<file path="src/mmd_pkg.sv">
// Package for the memory map decoder: register map, fields, reset values and decode types.
`default_nettype none
package mmd_pkg;
    // Printed offsets are register indices; the byte address is four times the index.
    localparam logic [7:0] RAM_POS_IDX   = 8'h10;
    localparam logic [7:0] REG_POS_IDX   = 8'h11;
    localparam logic [7:0] EE_POS_IDX    = 8'h12;
    localparam logic [7:0] MISC_IDX      = 8'h13;
    localparam logic [7:0] PAGE_IDX      = 8'h30;
    localparam logic [7:0] PORTK_DAT_IDX = 8'h3c;
    localparam logic [7:0] PORTK_DIR_IDX = 8'h3d;

    localparam logic [7:0] RAM_POS_RST = 8'h20;
    localparam logic [7:0] REG_POS_RST = 8'h00;
    localparam logic [7:0] EE_POS_RST  = 8'h01;

    // Field positions inside the mapping registers.
    localparam int RAM_POS_LSB = 5;
    localparam int REG_POS_LSB = 3;
    localparam int EE_POS_LSB  = 4;
    localparam int EE_EN_BIT   = 0;
    localparam int MSW_BIT     = 0;
    localparam int TEST_BIT    = 0;

    // Region masks and placement inside the 64K space.
    localparam logic [15:0] REG_MASK      = 16'hfc00;
    localparam logic [15:0] RAM_MASK      = 16'he000;
    localparam logic [15:0] EE_MASK       = 16'hf800;
    localparam logic [15:0] EE_UPPER_HALF = 16'h0800;
    localparam logic [15:0] RAM_HALF_LAST = 16'h0fff;
    localparam logic [15:0] RAM_OFS_MASK  = 16'h1fff;
    localparam logic [15:0] FREG_BASE     = 16'h00f4;
    localparam logic [15:0] FREG_MASK     = 16'h03fc;
    localparam logic [15:0] DBG_BASE      = 16'hff00;
    localparam logic [15:0] DBG_MASK      = 16'hff00;
    localparam logic [15:0] FIX6_BASE     = 16'h4000;
    localparam logic [15:0] WIN_BASE      = 16'h8000;
    localparam logic [15:0] FIX7_BASE     = 16'hc000;
    localparam logic [15:0] W16_MASK      = 16'hc000;
    localparam logic [15:0] W32_MASK      = 16'h8000;
    localparam logic [2:0]  PAGE_FIX6     = 3'h6;
    localparam logic [2:0]  PAGE_FIX7     = 3'h7;

    // Port K pin positions.
    localparam int PK_ECS = 4;
    localparam int PK_GP  = 3;

    typedef enum logic [2:0] {
        MMD_NONE, MMD_DEBUG, MMD_REGS, MMD_FLASH_REG,
        MMD_RAM, MMD_EEPROM, MMD_FLASH, MMD_EXTERNAL
    } mmd_target_type;

    typedef struct packed {
        mmd_target_type target;
        logic [1:0]     array_sel;
        logic [16:0]    offset;
        logic           in_window;
    } mmd_decode_type;

    typedef struct packed {
        logic [7:0] ram_pos;
        logic [7:0] reg_pos;
        logic [7:0] ee_pos;
    } mmd_map_type;
endpackage
`default_nettype wire

</file>
<file path="src/mmd_decoder.sv">
// Memory map decoder: mapping registers, precedence decode, paging and port K emulation pins.
//
// Functional notes
// - Normal modes: only first write to each position field is accepted.
// - A mapping write alters decode one cycle after it.
// - Register block wins over overlapped RAM or EEPROM addresses.
// - Precedence: debug ROM, registers, RAM, EEPROM, flash, external.
// - Active debug ROM overrides all other resources.
// - Top array fixed at 4000-7FFF, and at C000-FFFF unless the test window is on; all arrays via window.
// - 1K register block at zero after reset, lower 1K of 2K boundary.
// - Register position bits 15:11 give upper five decode address bits.
// - Position fields write once in normal, anytime in special, always readable.
// - Stop-in-wait bit shuts mapping in wait; writable only in normal modes.
// - Word access straddling the two 4K RAM arrays takes two cycles.
// - RAM at 2000 after reset, relocatable to 8K boundary by bits 15:13.
// - EEPROM at 0800 after reset, upper 2K of 4K boundary by 15:12.
// - EEPROM enable removes or maps EEPROM; forced one in single-chip modes.
// - Three-bit page index picks one of eight 16K pages in window.
// - Four-byte flash register window shows array chosen by page index.
// - 32K test window exists only in special mode and replaces user window.
// - Emulation drives page index and chip select pins; otherwise general I/O.
// - Special mode when mode select special bit is zero, normal when one.
// - Test window at 8000-FFFF only in special mode with test bit set.
//
// Implementation choice: the APB slave port.
`timescale 1ns/1ps
`default_nettype none
module mmd_decoder #(
    parameter int ADDR_W = 8
) (
    input  wire logic                  clock,
    input  wire logic                  rst,
    input  wire logic                  psel,
    input  wire logic                  penable,
    input  wire logic                  pwrite,
    input  wire logic [ADDR_W-1:0]     paddr,
    input  wire logic [31:0]           pwdata,
    output logic      [31:0]           prdata,
    output logic                       pready,
    output logic                       pslverr,
    input  wire logic                  mode_select_special_n,
    input  wire logic                  single_chip,
    input  wire logic                  emulation_mode,
    input  wire logic                  debug_rom_mode,
    input  wire logic                  wait_mode,
    input  wire logic                  cpu_valid,
    input  wire logic                  cpu_word,
    input  wire logic [15:0]           cpu_addr,
    output mmd_pkg::mmd_decode_type    decode,
    output logic                       cpu_ready,
    input  wire logic [4:0]            port_k_in,
    output logic      [4:0]            port_k_out,
    output logic      [4:0]            port_k_oe
);

    function automatic logic hit(input logic [15:0] a, input logic [15:0] base,
                                 input logic [15:0] mask);
        hit = (a & mask) == (base & mask);
    endfunction

    mmd_pkg::mmd_map_type map_q;
    mmd_pkg::mmd_map_type eff_q;
    logic [2:0]  lock_q;
    logic [2:0]  page_index_q;
    logic        test_window_enable_q;
    logic [4:0]  pk_data_q;
    logic [4:0]  pk_dir_q;
    logic        second_q;

    wire        special    = ~mode_select_special_n;
    wire        wr         = psel & penable & pwrite;
    wire [7:0]  idx        = 8'(paddr >> 2);
    wire        aligned    = paddr[1:0] == 2'b00;
    wire        sel_ram    = aligned && idx == mmd_pkg::RAM_POS_IDX;
    wire        sel_reg    = aligned && idx == mmd_pkg::REG_POS_IDX;
    wire        sel_ee     = aligned && idx == mmd_pkg::EE_POS_IDX;
    wire        sel_misc   = aligned && idx == mmd_pkg::MISC_IDX;
    wire        sel_page   = aligned && idx == mmd_pkg::PAGE_IDX;
    wire        sel_pkd    = aligned && idx == mmd_pkg::PORTK_DAT_IDX;
    wire        sel_pkr    = aligned && idx == mmd_pkg::PORTK_DIR_IDX;
    wire        mapped     = sel_ram | sel_reg | sel_ee | sel_misc | sel_page | sel_pkd | sel_pkr;
    wire [7:0]  wbyte      = pwdata[7:0];

    wire [2:0]  pos_ok     = special ? 3'b111 : ~lock_q;

    wire [7:0]  ram_pos_d  = {wbyte[7:mmd_pkg::RAM_POS_LSB], 5'h00};
    wire [4:0]  reg_fld_d  = pos_ok[1] ? wbyte[7:mmd_pkg::REG_POS_LSB]
                                       : map_q.reg_pos[7:mmd_pkg::REG_POS_LSB];
    wire        msw_d      = special ? map_q.reg_pos[mmd_pkg::MSW_BIT]
                                     : wbyte[mmd_pkg::MSW_BIT];
    wire [3:0]  ee_fld_d   = pos_ok[2] ? wbyte[7:mmd_pkg::EE_POS_LSB]
                                       : map_q.ee_pos[7:mmd_pkg::EE_POS_LSB];

    // Mapping registers; enable bit and stop bit follow their own write rules.
    always_ff @(posedge clock or posedge rst) begin
        if (rst) begin
            map_q  <= '{mmd_pkg::RAM_POS_RST, mmd_pkg::REG_POS_RST, mmd_pkg::EE_POS_RST};
            lock_q <= 3'b000;
        end else if (wr) begin
            if (sel_ram && pos_ok[0]) begin
                map_q.ram_pos <= ram_pos_d;
            end
            if (sel_reg) begin
                map_q.reg_pos <= {reg_fld_d, 2'b00, msw_d};
            end
            if (sel_ee) begin
                map_q.ee_pos <= {ee_fld_d, 3'b000, wbyte[mmd_pkg::EE_EN_BIT]};
            end
            if (!special) begin
                lock_q <= lock_q | {sel_ee, sel_reg, sel_ram};
            end
        end
    end

    // decode uses a one-cycle delayed copy
    always_ff @(posedge clock or posedge rst) begin
        if (rst) begin
            eff_q <= '{mmd_pkg::RAM_POS_RST, mmd_pkg::REG_POS_RST, mmd_pkg::EE_POS_RST};
        end else begin
            eff_q <= map_q;
        end
    end

    always_ff @(posedge clock or posedge rst) begin
        if (rst) begin
            page_index_q         <= 3'h0;
            test_window_enable_q <= 1'b0;
            pk_data_q            <= 5'h00;
            pk_dir_q             <= 5'h00;
        end else if (wr) begin
            if (sel_page) begin
                page_index_q <= wbyte[2:0];
            end
            if (sel_misc) begin
                test_window_enable_q <= wbyte[mmd_pkg::TEST_BIT];
            end
            if (sel_pkd) begin
                pk_data_q <= wbyte[4:0];
            end
            if (sel_pkr) begin
                pk_dir_q <= wbyte[4:0];
            end
        end
    end

    // enable reads as one in single-chip
    wire        ee_en_rd   = map_q.ee_pos[mmd_pkg::EE_EN_BIT] | single_chip;
    wire [7:0]  ee_rd      = {map_q.ee_pos[7:1], ee_en_rd};
    wire [7:0]  rd_byte    = sel_ram  ? map_q.ram_pos :
                             sel_reg  ? map_q.reg_pos :
                             sel_ee   ? ee_rd :
                             sel_misc ? {7'h00, test_window_enable_q} :
                             sel_page ? {5'h00, page_index_q} :
                             sel_pkd  ? {3'h0, port_k_in} :
                             sel_pkr  ? {3'h0, pk_dir_q} : 8'h00;

    assign pready  = 1'b1;
    assign pslverr = psel & penable & ~mapped;
    assign prdata  = {24'h000000, rd_byte};

    // Decode from the effective map.
    // register block at 2K boundary
    wire [15:0] reg_base   = {eff_q.reg_pos[7:mmd_pkg::REG_POS_LSB], 11'h000};
    wire [15:0] ram_base   = {eff_q.ram_pos[7:mmd_pkg::RAM_POS_LSB], 13'h0000};
    wire [15:0] ee_base    = {eff_q.ee_pos[7:mmd_pkg::EE_POS_LSB], 12'h000}
                             | mmd_pkg::EE_UPPER_HALF;
    wire        ee_on      = eff_q.ee_pos[mmd_pkg::EE_EN_BIT] | single_chip;
    wire        stop_map   = wait_mode & eff_q.reg_pos[mmd_pkg::MSW_BIT];

    wire        hit_dbg    = debug_rom_mode & hit(cpu_addr, mmd_pkg::DBG_BASE, mmd_pkg::DBG_MASK);
    wire        hit_reg    = hit(cpu_addr, reg_base, mmd_pkg::REG_MASK);
    wire [15:0] reg_ofs    = cpu_addr & ~mmd_pkg::REG_MASK;
    wire        hit_freg   = hit_reg & hit(reg_ofs, mmd_pkg::FREG_BASE, mmd_pkg::FREG_MASK);
    wire        hit_ram    = hit(cpu_addr, ram_base, mmd_pkg::RAM_MASK);
    wire        hit_ee     = ee_on & hit(cpu_addr, ee_base, mmd_pkg::EE_MASK);
    wire        test_win   = special & test_window_enable_q;
    wire        hit_w32    = test_win & hit(cpu_addr, mmd_pkg::WIN_BASE, mmd_pkg::W32_MASK);
    wire        hit_w16    = ~test_win & hit(cpu_addr, mmd_pkg::WIN_BASE, mmd_pkg::W16_MASK);
    // fixed pages of the top array
    wire        hit_fix6   = hit(cpu_addr, mmd_pkg::FIX6_BASE, mmd_pkg::W16_MASK);
    wire        hit_fix7   = ~test_win & hit(cpu_addr, mmd_pkg::FIX7_BASE, mmd_pkg::W16_MASK);
    wire        hit_flash  = hit_w32 | hit_w16 | hit_fix6 | hit_fix7;

    wire [2:0]  page_sel   = hit_fix6 ? mmd_pkg::PAGE_FIX6 :
                             hit_fix7 ? mmd_pkg::PAGE_FIX7 : page_index_q;
    wire [16:0] flash_ofs  = hit_w32 ? {page_index_q[2:1], cpu_addr[14:0]}
                                     : {page_sel, cpu_addr[13:0]};

    mmd_pkg::mmd_target_type tgt;
    assign tgt = (!cpu_valid || stop_map) ? mmd_pkg::MMD_NONE :
                 hit_dbg   ? mmd_pkg::MMD_DEBUG :
                 hit_freg  ? mmd_pkg::MMD_FLASH_REG :
                 hit_reg   ? mmd_pkg::MMD_REGS :
                 hit_ram   ? mmd_pkg::MMD_RAM :
                 hit_ee    ? mmd_pkg::MMD_EEPROM :
                 hit_flash ? mmd_pkg::MMD_FLASH : mmd_pkg::MMD_EXTERNAL;

    wire [1:0]  arr_sel    = (tgt == mmd_pkg::MMD_FLASH) ? flash_ofs[16:15] : page_index_q[2:1];
    wire [16:0] ofs        = (tgt == mmd_pkg::MMD_FLASH) ? flash_ofs : {1'b0, cpu_addr};
    wire        win_acc    = (tgt == mmd_pkg::MMD_FLASH) & (hit_w16 | hit_w32);

    assign decode = '{tgt, arr_sel, ofs, win_acc};

    wire        split      = cpu_word && (tgt == mmd_pkg::MMD_RAM)
                             && ((cpu_addr & mmd_pkg::RAM_OFS_MASK) == mmd_pkg::RAM_HALF_LAST);
    assign cpu_ready = ~split | second_q;

    always_ff @(posedge clock or posedge rst) begin
        if (rst) begin
            second_q <= 1'b0;
        end else begin
            second_q <= split & ~second_q;
        end
    end

    // The chip select is low only while the program window is being accessed.
    // emulation pins or general I/O
    wire        ecs_n      = ~win_acc;
    wire [4:0]  emu_mask   = emulation_mode ? 5'b10111 : 5'b00000;
    wire [4:0]  emu_val    = {ecs_n, 1'b0, page_index_q};
    assign port_k_out = (emu_val & emu_mask) | (pk_data_q & ~emu_mask);
    assign port_k_oe  = emu_mask | pk_dir_q;

    // Assertions.
    a_lock_holds_ram: assert property (@(posedge clock) disable iff (rst)
        (!special && lock_q[0]) |=> $stable(map_q.ram_pos))
        else $error("locked ram position changed");
    a_lock_first_wr: assert property (@(posedge clock) disable iff (rst)
        (wr && sel_reg && !special) |=> lock_q[1])
        else $error("register position lock not set");
    a_decode_lag: assert property (@(posedge clock) disable iff (rst)
        $changed(map_q) |-> ##1 (eff_q == $past(map_q)))
        else $error("decode copy not updated in time");
    a_reg_wins: assert property (@(posedge clock) disable iff (rst)
        (cpu_valid && !stop_map && !hit_dbg && hit_reg && hit_ram)
        |-> (tgt inside {mmd_pkg::MMD_REGS, mmd_pkg::MMD_FLASH_REG}))
        else $error("ram won over register block");
    a_debug_wins: assert property (@(posedge clock) disable iff (rst)
        (cpu_valid && !stop_map && hit_dbg) |-> tgt == mmd_pkg::MMD_DEBUG)
        else $error("debug rom not selected");
    a_stop_wait: assert property (@(posedge clock) disable iff (rst)
        (special && wr && sel_reg) |=> $stable(map_q.reg_pos[mmd_pkg::MSW_BIT]))
        else $error("stop bit written in special mode");
    a_ee_forced: assert property (@(posedge clock) disable iff (rst)
        single_chip |-> (ee_rd[mmd_pkg::EE_EN_BIT] && ee_on))
        else $error("eeprom enable not forced");
    a_split_two: assert property (@(posedge clock) disable iff (rst)
        (split && !second_q) |-> !cpu_ready ##1 cpu_ready)
        else $error("straddling access not two cycles");
    a_test_only_sp: assert property (@(posedge clock) disable iff (rst)
        hit_w32 |-> (special && test_window_enable_q))
        else $error("test window outside special mode");
    a_pix_drive: assert property (@(posedge clock) disable iff (rst)
        emulation_mode |-> (port_k_out[2:0] == page_index_q && port_k_oe[2:0] == 3'b111))
        else $error("page index pins not driven");
    c_reloc_ram: cover property (@(posedge clock) disable iff (rst)
        wr && sel_ram && !special && !lock_q[0]);
    c_overlap: cover property (@(posedge clock) disable iff (rst)
        cpu_valid && hit_reg && hit_ee);
    c_test_win: cover property (@(posedge clock) disable iff (rst)
        tgt == mmd_pkg::MMD_FLASH && hit_w32);
    c_split: cover property (@(posedge clock) disable iff (rst) split);

endmodule // mmd_decoder
`default_nettype wire

</file>
<file path="config.mk">
export PLATFORM = sky130hd
export DESIGN_NAME = mmd_decoder
export DESIGN_NICKNAME = d
export VERILOG_FILES = /design/src/mmd_pkg.sv /design/src/mmd_decoder.sv
export SDC_FILE = /design/constraint.sdc
export NUM_CORES = 1
export LEC_CHECK = 0
export BUFFER_PORTS_ARGS = -buffer_cell sky130_fd_sc_hd__clkbuf_2
export CORE_MARGIN = 2
export CORE_UTILIZATION = 46
export DETAILED_ROUTE_END_ITERATION = 8
export HOLD_SLACK_MARGIN = 0.12
export PLACE_DENSITY = 0.86
export SYNTH_ARGS = -nofsm -noshare
export SYNTH_HDL_FRONTEND = slang
export SYNTH_SLANG_ARGS = --single-unit
</file>
<file path="constraint.sdc">
create_clock -name clock -period 3.15 [get_ports clock]
set_input_delay 0.7875 -clock clock [delete_from_list [all_inputs] [get_ports clock]]
set_output_delay 0.7875 -clock clock [all_outputs]
set_load 0.05 [all_outputs]
</file>
Word-level counts from Yosys, hierarchy flattened
Cells that the tools add are included.
{"block": "op_classes", "multipliers": 0, "div": 0, "n_mux": 21, "order_cmp": 0, "shifts": 0, "eq_ne": 18, "n_reduce_logical": 23, "addsub": 0, "n_bitwise": 38}
{"cell": "$mux 17", "n": 2}
{"cell": "$mux 5", "n": 5}
{"cell": "$eq 6x5->1 const B", "n": 4}
{"cell": "$mux 8", "n": 3}
{"cell": "$mux 3", "n": 7}
{"cell": "$eq 6x6->1 const B", "n": 3}
{"cell": "$reduce_and 2->1", "n": 7}
{"cell": "$and 1x1->1", "n": 13}
{"cell": "$eq 13x12->1 const B", "n": 1}
{"cell": "$or 1x1->1", "n": 12}
{"cell": "$and 5x5->5", "n": 2}
{"cell": "$logic_and 1x1->1", "n": 10}
{"cell": "$or 5x5->5", "n": 2}
{"cell": "$reduce_and 3->1", "n": 3}
{"cell": "$eq 8x6->1 const B", "n": 1}
{"cell": "$eq 8x8->1 const B", "n": 1}
{"cell": "$eq 3x3->1 const B", "n": 2}
{"cell": "$eq 6x6->1", "n": 1}
{"cell": "$mux 2", "n": 3}
{"cell": "$not 1->1", "n": 6}
{"cell": "$eq 5x5->1", "n": 1}
{"cell": "$not 5->5", "n": 1}
{"cell": "$eq 2x2->1 const B", "n": 2}
{"cell": "$eq 3x3->1", "n": 1}
{"cell": "other kinds (7)", "n": 7}
{"block": "totals", "inputBits": 73, "n_memories": 0, "rom_bits": 0, "ramBits": 0, "ff_bits": 46, "output_inout_bits": 68, "latchBits": 0, "wordCells": 114}

Depth between registers and ports, before layout
{"block": "depth", "depth_word": 19, "ltp_mapped": 7, "mapped_depth_nobuf": 5}

Least setup slack after synthesis
OpenSTA, ideal clock, no wires.
{"block": "synth_timing", "path_kind": "input to output", "from": "input port paddr[3]", "to": "output port pslverr", "cell_stages": 5, "path_buffers": 1, "path_slack_ns": -1.372, "arrival_ns": 3.735, "cell_sequence": "buf_2 nor2_1 nand2_1 nor2b_1 a2111oi_0"}
{"block": "synth_between", "elab_chain_len": 10, "elab_cells_between_ends": 22}
{"element": "from (decl)", "line": "mmd_decoder.sv:36", "text": "input wire logic [ADDR_W-1:0] paddr,"}
{"element": "$eq 6x5->1, on equally long branches", "line": "mmd_decoder.sv:74, mmd_decoder.sv:75"}
{"element": "$logic_and 1x1->1, on equally long branches", "line": "mmd_decoder.sv:74, mmd_decoder.sv:75"}
{"element": "$or 1x1->1 (5 in a row)", "line": "mmd_decoder.sv:81", "text": "wire mapped = sel_ram | sel_reg | sel_ee | sel_misc | sel_page | sel_pkd | sel_pkr;"}
{"element": "$or 1x1->1 (*)", "line": "mmd_decoder.sv:81"}
{"element": "$not 1->1 (*)", "line": "mmd_decoder.sv:158", "text": "assign pslverr = psel & penable & ~mapped;"}
{"element": "$and 1x1->1 (*)", "line": "mmd_decoder.sv:158"}
{"element": "to (decl)", "line": "mmd_decoder.sv:40", "text": "output logic pslverr,"}
Every way passes the cells marked *; elsewhere a longest branch is shown, timed or not.

==> impl_metrics.csv <==
group,metric,value,unit
synthesis,synth_cells,267,
grt,grt-ovfl-total,0,
drt,drt_wl_total,6.57,mm
power,switching_share,31.8,%
cells_and_area,fin_cells,432,
synthesis,synth-warning-count,0,
timing,post-route-period-util,98.0,%
clock_network,clkSinkCount,46,
cells_and_area,area_delta_synth_final,22.7,%
setup_path,cp_top_family,"simple AND/OR/NAND/NOR gates",
power,power_leakage,1.76,nW
synthesis,synthArstFlopShare,100,%
timing,skew,0.0101,ns
drt,num_vias,2275,
timing,maxSlewViolCount,0,
setup_path,path_max_fanout,6,
grt,grt_pass1_wl,10.0,mm
drt,via_per_inst,5.27,
drt,firstDrtPassIters,4,
cells_and_area,antenna_cells,0,
clock_network,clk_pin_slew,0.08,ns
floorplanning,dieArea,6630,µm²
power,p_switching,430,µW
power,power_frac_seq,44.8,%
setup_path,crit_path_end_kind,"output port",
power,ir_drop,0.176,mV
cells_and_area,final_cell_area,3380,µm²
setup_path,cpMaxStageDelayCell,"nor4_2",
grt,grt_max_degree,29,
setup_path,cp_cell_sequence,"clkbuf_2 -> xor2_1 -> nor4_2 -> nand2_1 -> a2bb2oi_1 -> a21boi_2 -> clkbuf_2",
synthesis,syn_avg_cell_area,10.3,µm²
grt,antenna_found_initial,0,
synthesis,netlist_area,2760,µm²
grt,grtUsageTotal,19.7,%
setup_path,cp_num_buf_inv,2,
timing,tightest_slew,1.00,ns
floorplanning,initial_core_util,47.1,%
power,intPower,921,µW
clock_network,cts_buffers,5,
synthesis,synth_area_leaders,"dfrtp_1 (38%), mux2_2 (13%), buf_4 (12%), dfstp_2 (3.8%), xor2_1 (2.9%)",
setup_path,worstPathArrival,2.30,ns
cells_and_area,final_nets,429,
synthesis,synth_flop_cell,"dfrtp_1",
place,dp.cells,424,
drt,drt_iter0_drc,127,
place,dp_hpwl,5.28,mm
timing,finalHoldViolations,0,
timing,setup_viol,0,
drt,wire_per_inst,15.2,µm
floorplanning,rows,28,
clock_network,cts_tree,"done",
timing,fmax,324,MHz
synthesis,ys_ff_latch,46,
power,p_comb_share,23.8,%
timing,min_period,3.09,ns
floorplanning,die_w,81.4,µm
floorplanning,core_area,5850,µm²
clock_network,clk_latency,0.29,ns
synthesis,ys_seq_area_share,41.9,%
drt,drc,0,
drt,postRouteAntennaNets,0,
place,io_buffers,91,
floorplanning,io_pins,141,
clock_network,clk_path_buf_depth,2,
synthesis,synth_edf_count,0,
outcome,outcome,"finished, final reports clean",
place,placed_area,3250,µm²
cells_and_area,drive_gt1_share,49.6,%
synthesis,ys_types,48,
synthesis,yosysTopAreaCellShare,38.1,%
synthesis,yosys.area.top_type,"dfrtp_1",
setup_path,setup.worst_path.start_class,"primary input",
power,clockPowerShare,31.5,%
timing,grt_setup_unrepaired,"true",
setup_path,path_class,"in2out",
timing,relSlewSlack,33.3,%
power,powerDensity,399,nW/µm²
floorplanning,die_h,81.4,µm
clock_network,cts_max_level,2,
setup_path,path_common_cell,"clkbuf_2",
place,gp_congestion,0.838,
job,drv_cap,0,
worst_hold_path,hold_path.class,"reg2reg",
setup_path,worstPathRequired,2.36,ns
setup_path,slowest_delay,0.42,ns
grt,grt_pass1_vias,2138,
clock_network,clock-root-buffer,"clkbuf_8",
timing,tns,0,ns
flip-flops by register name (all words and copies together) (netlist names):
| signal | count |
|---|---|
| second_q | 1 |
| test_window_enable_q | 1 |
| ee_base | 4 |
| pk_data_q | 5 |
| lock_q | 3 |
| page_index_q | 3 |
| map_q | 10 |
| pk_dir_q | 5 |
| eff_q | 10 |
| ee_rd | 4 |
placed cells by master, fill, tap and decap left out, types with 2 or more instances in the layout:
master,count
clkbuf_2,85
dfrtp_1,42
mux2_2,32
conb_1,25
nor2_1,19
nand2_1,17
buf_4,17
nand3_1,11
xor2_1,9
a22oi_1,6
and3_1,6
a21oi_1,5
or2_2,5
clkbuf_8,5
inv_1,4
dfstp_2,4
nand4_1,3
nor3_2,3
o21ai_0,3
nor3_1,3
xnor2_1,3
a21oi_2,3
mux2i_1,3
nor2_2,2
nor2b_1,2
nand3b_1,2
o21bai_2,2
o22ai_1,2
o21ai_1,2
a31o_2,2
clkbuf_1,2
buf_2,2
buf_12,2
worst reg2reg max path, stage by stage, from the launching register on:
cell and delay [ns]:
dfstp_2 0.53, xnor2_1 0.11, nand3_1 0.12, or4b_1 0.53, nor3_2 0.14, and2_1 0.15
per-layer routing:
layer | vias to the layer above | GRT usage (%) | wire, µm
met3 | 15 | 3.08 | 490
met4 | 0 | 5.76 | 131
met5 | - | 0 | 0
met1 | 1083 | 24.7 | 2720
met2 | 127 | 34.9 | 3230
li1 | 1050 | - | -
Yosys cell counts, types with 3 or more instances:
library cell and number:
nand4_1 3, mux2i_1 3, nor3_2 3, buf_4 43, nand3_1 12, dfstp_2 4
xor2_1 9, o21ai_0 5, and3_1 7, nand2_1 17, dfrtp_1 42, or2_2 5
xnor2_1 3, a22oi_1 6, mux2_2 32, inv_1 4, nor2_1 19, a21oi_1 8
nor3_1 3
final timing paths:
kind,startpoint,slack (ns),cells past startpoint,end
setup / recovery,cpu_addr[15],0.06,7,decode[20]
hold / removal,map_q[0],0.38,0,eff_q[0]
setup reg to reg,eff_q[21],1.51,5,second_q
hold reg to reg,map_q[0],0.38,0,eff_q[0]
max in group asynchronous,rst,1.71,3,pk_data_q[2]
min in group asynchronous,rst,0.70,2,map_q[15]
power by group through the flow:
stage / clock network [mW] / logic (mW) / registers [mW]
after global routing: 0.448 / 0.342 / 0.606
after detailed placement: 0 / 0.317 / 0.616
final: 0.425 / 0.321 / 0.605
after CTS: 0.429 / 0.318 / 0.605
after floorplan: 0 / 0.264 / 0.614
after global placement: 0 / 0.313 / 0.616
kinds of logic after synthesis:
family / after synthesis / share of synthesized area [%]
AND/OR/NAND/NOR: 83 / 16.7
buffers and inverters: 52 / 13.2
flip-flops: 46 / 41.9
AO/OA/AOI/OAI: 37 / 9.94
multiplexers: 35 / 14.2
XOR/XNOR: 12 / 3.81
other: 2 / 0.272
stage by stage:
| step | utilization (%) | setup WS, ns | hold slack [ns] | power [mW] |
|---|---|---|---|---|
| 2_1_floorplan | - | -0.117 | 0.358 | 0.878 |
| 3_3_place_gp | 55.5 | 0.0183 | 0.363 | 0.928 |
| 4_1_cts | 57.3 | 0.00101 | 0.375 | 1.35 |
| 5_1_grt | 57.8 | 0.00302 | 0.385 | 1.40 |
| 6_report | 57.8 | 0.0642 | 0.377 | 1.35 |
| 3_5_place_dp | 55.5 | 0.00191 | 0.364 | 0.934 |
area by class of cell:
type	count	area, µm²
fill	501	2470
sequential	46	1160
inverter	4	15.0
clock buffer	7	76.3
timing repair buffer	107	611
tap	75	93.8
clock inverter	1	30.0
multi-input combinational	192	1400
what timing repair did:
action                     CTS  global route
hold buffers                 0             0
setup buffers                0             0
hold endpoints to repair     0             0
setup endpoints to repair    0             6
gates resized for setup      0            12
Power figures use the tool's default switching activity.
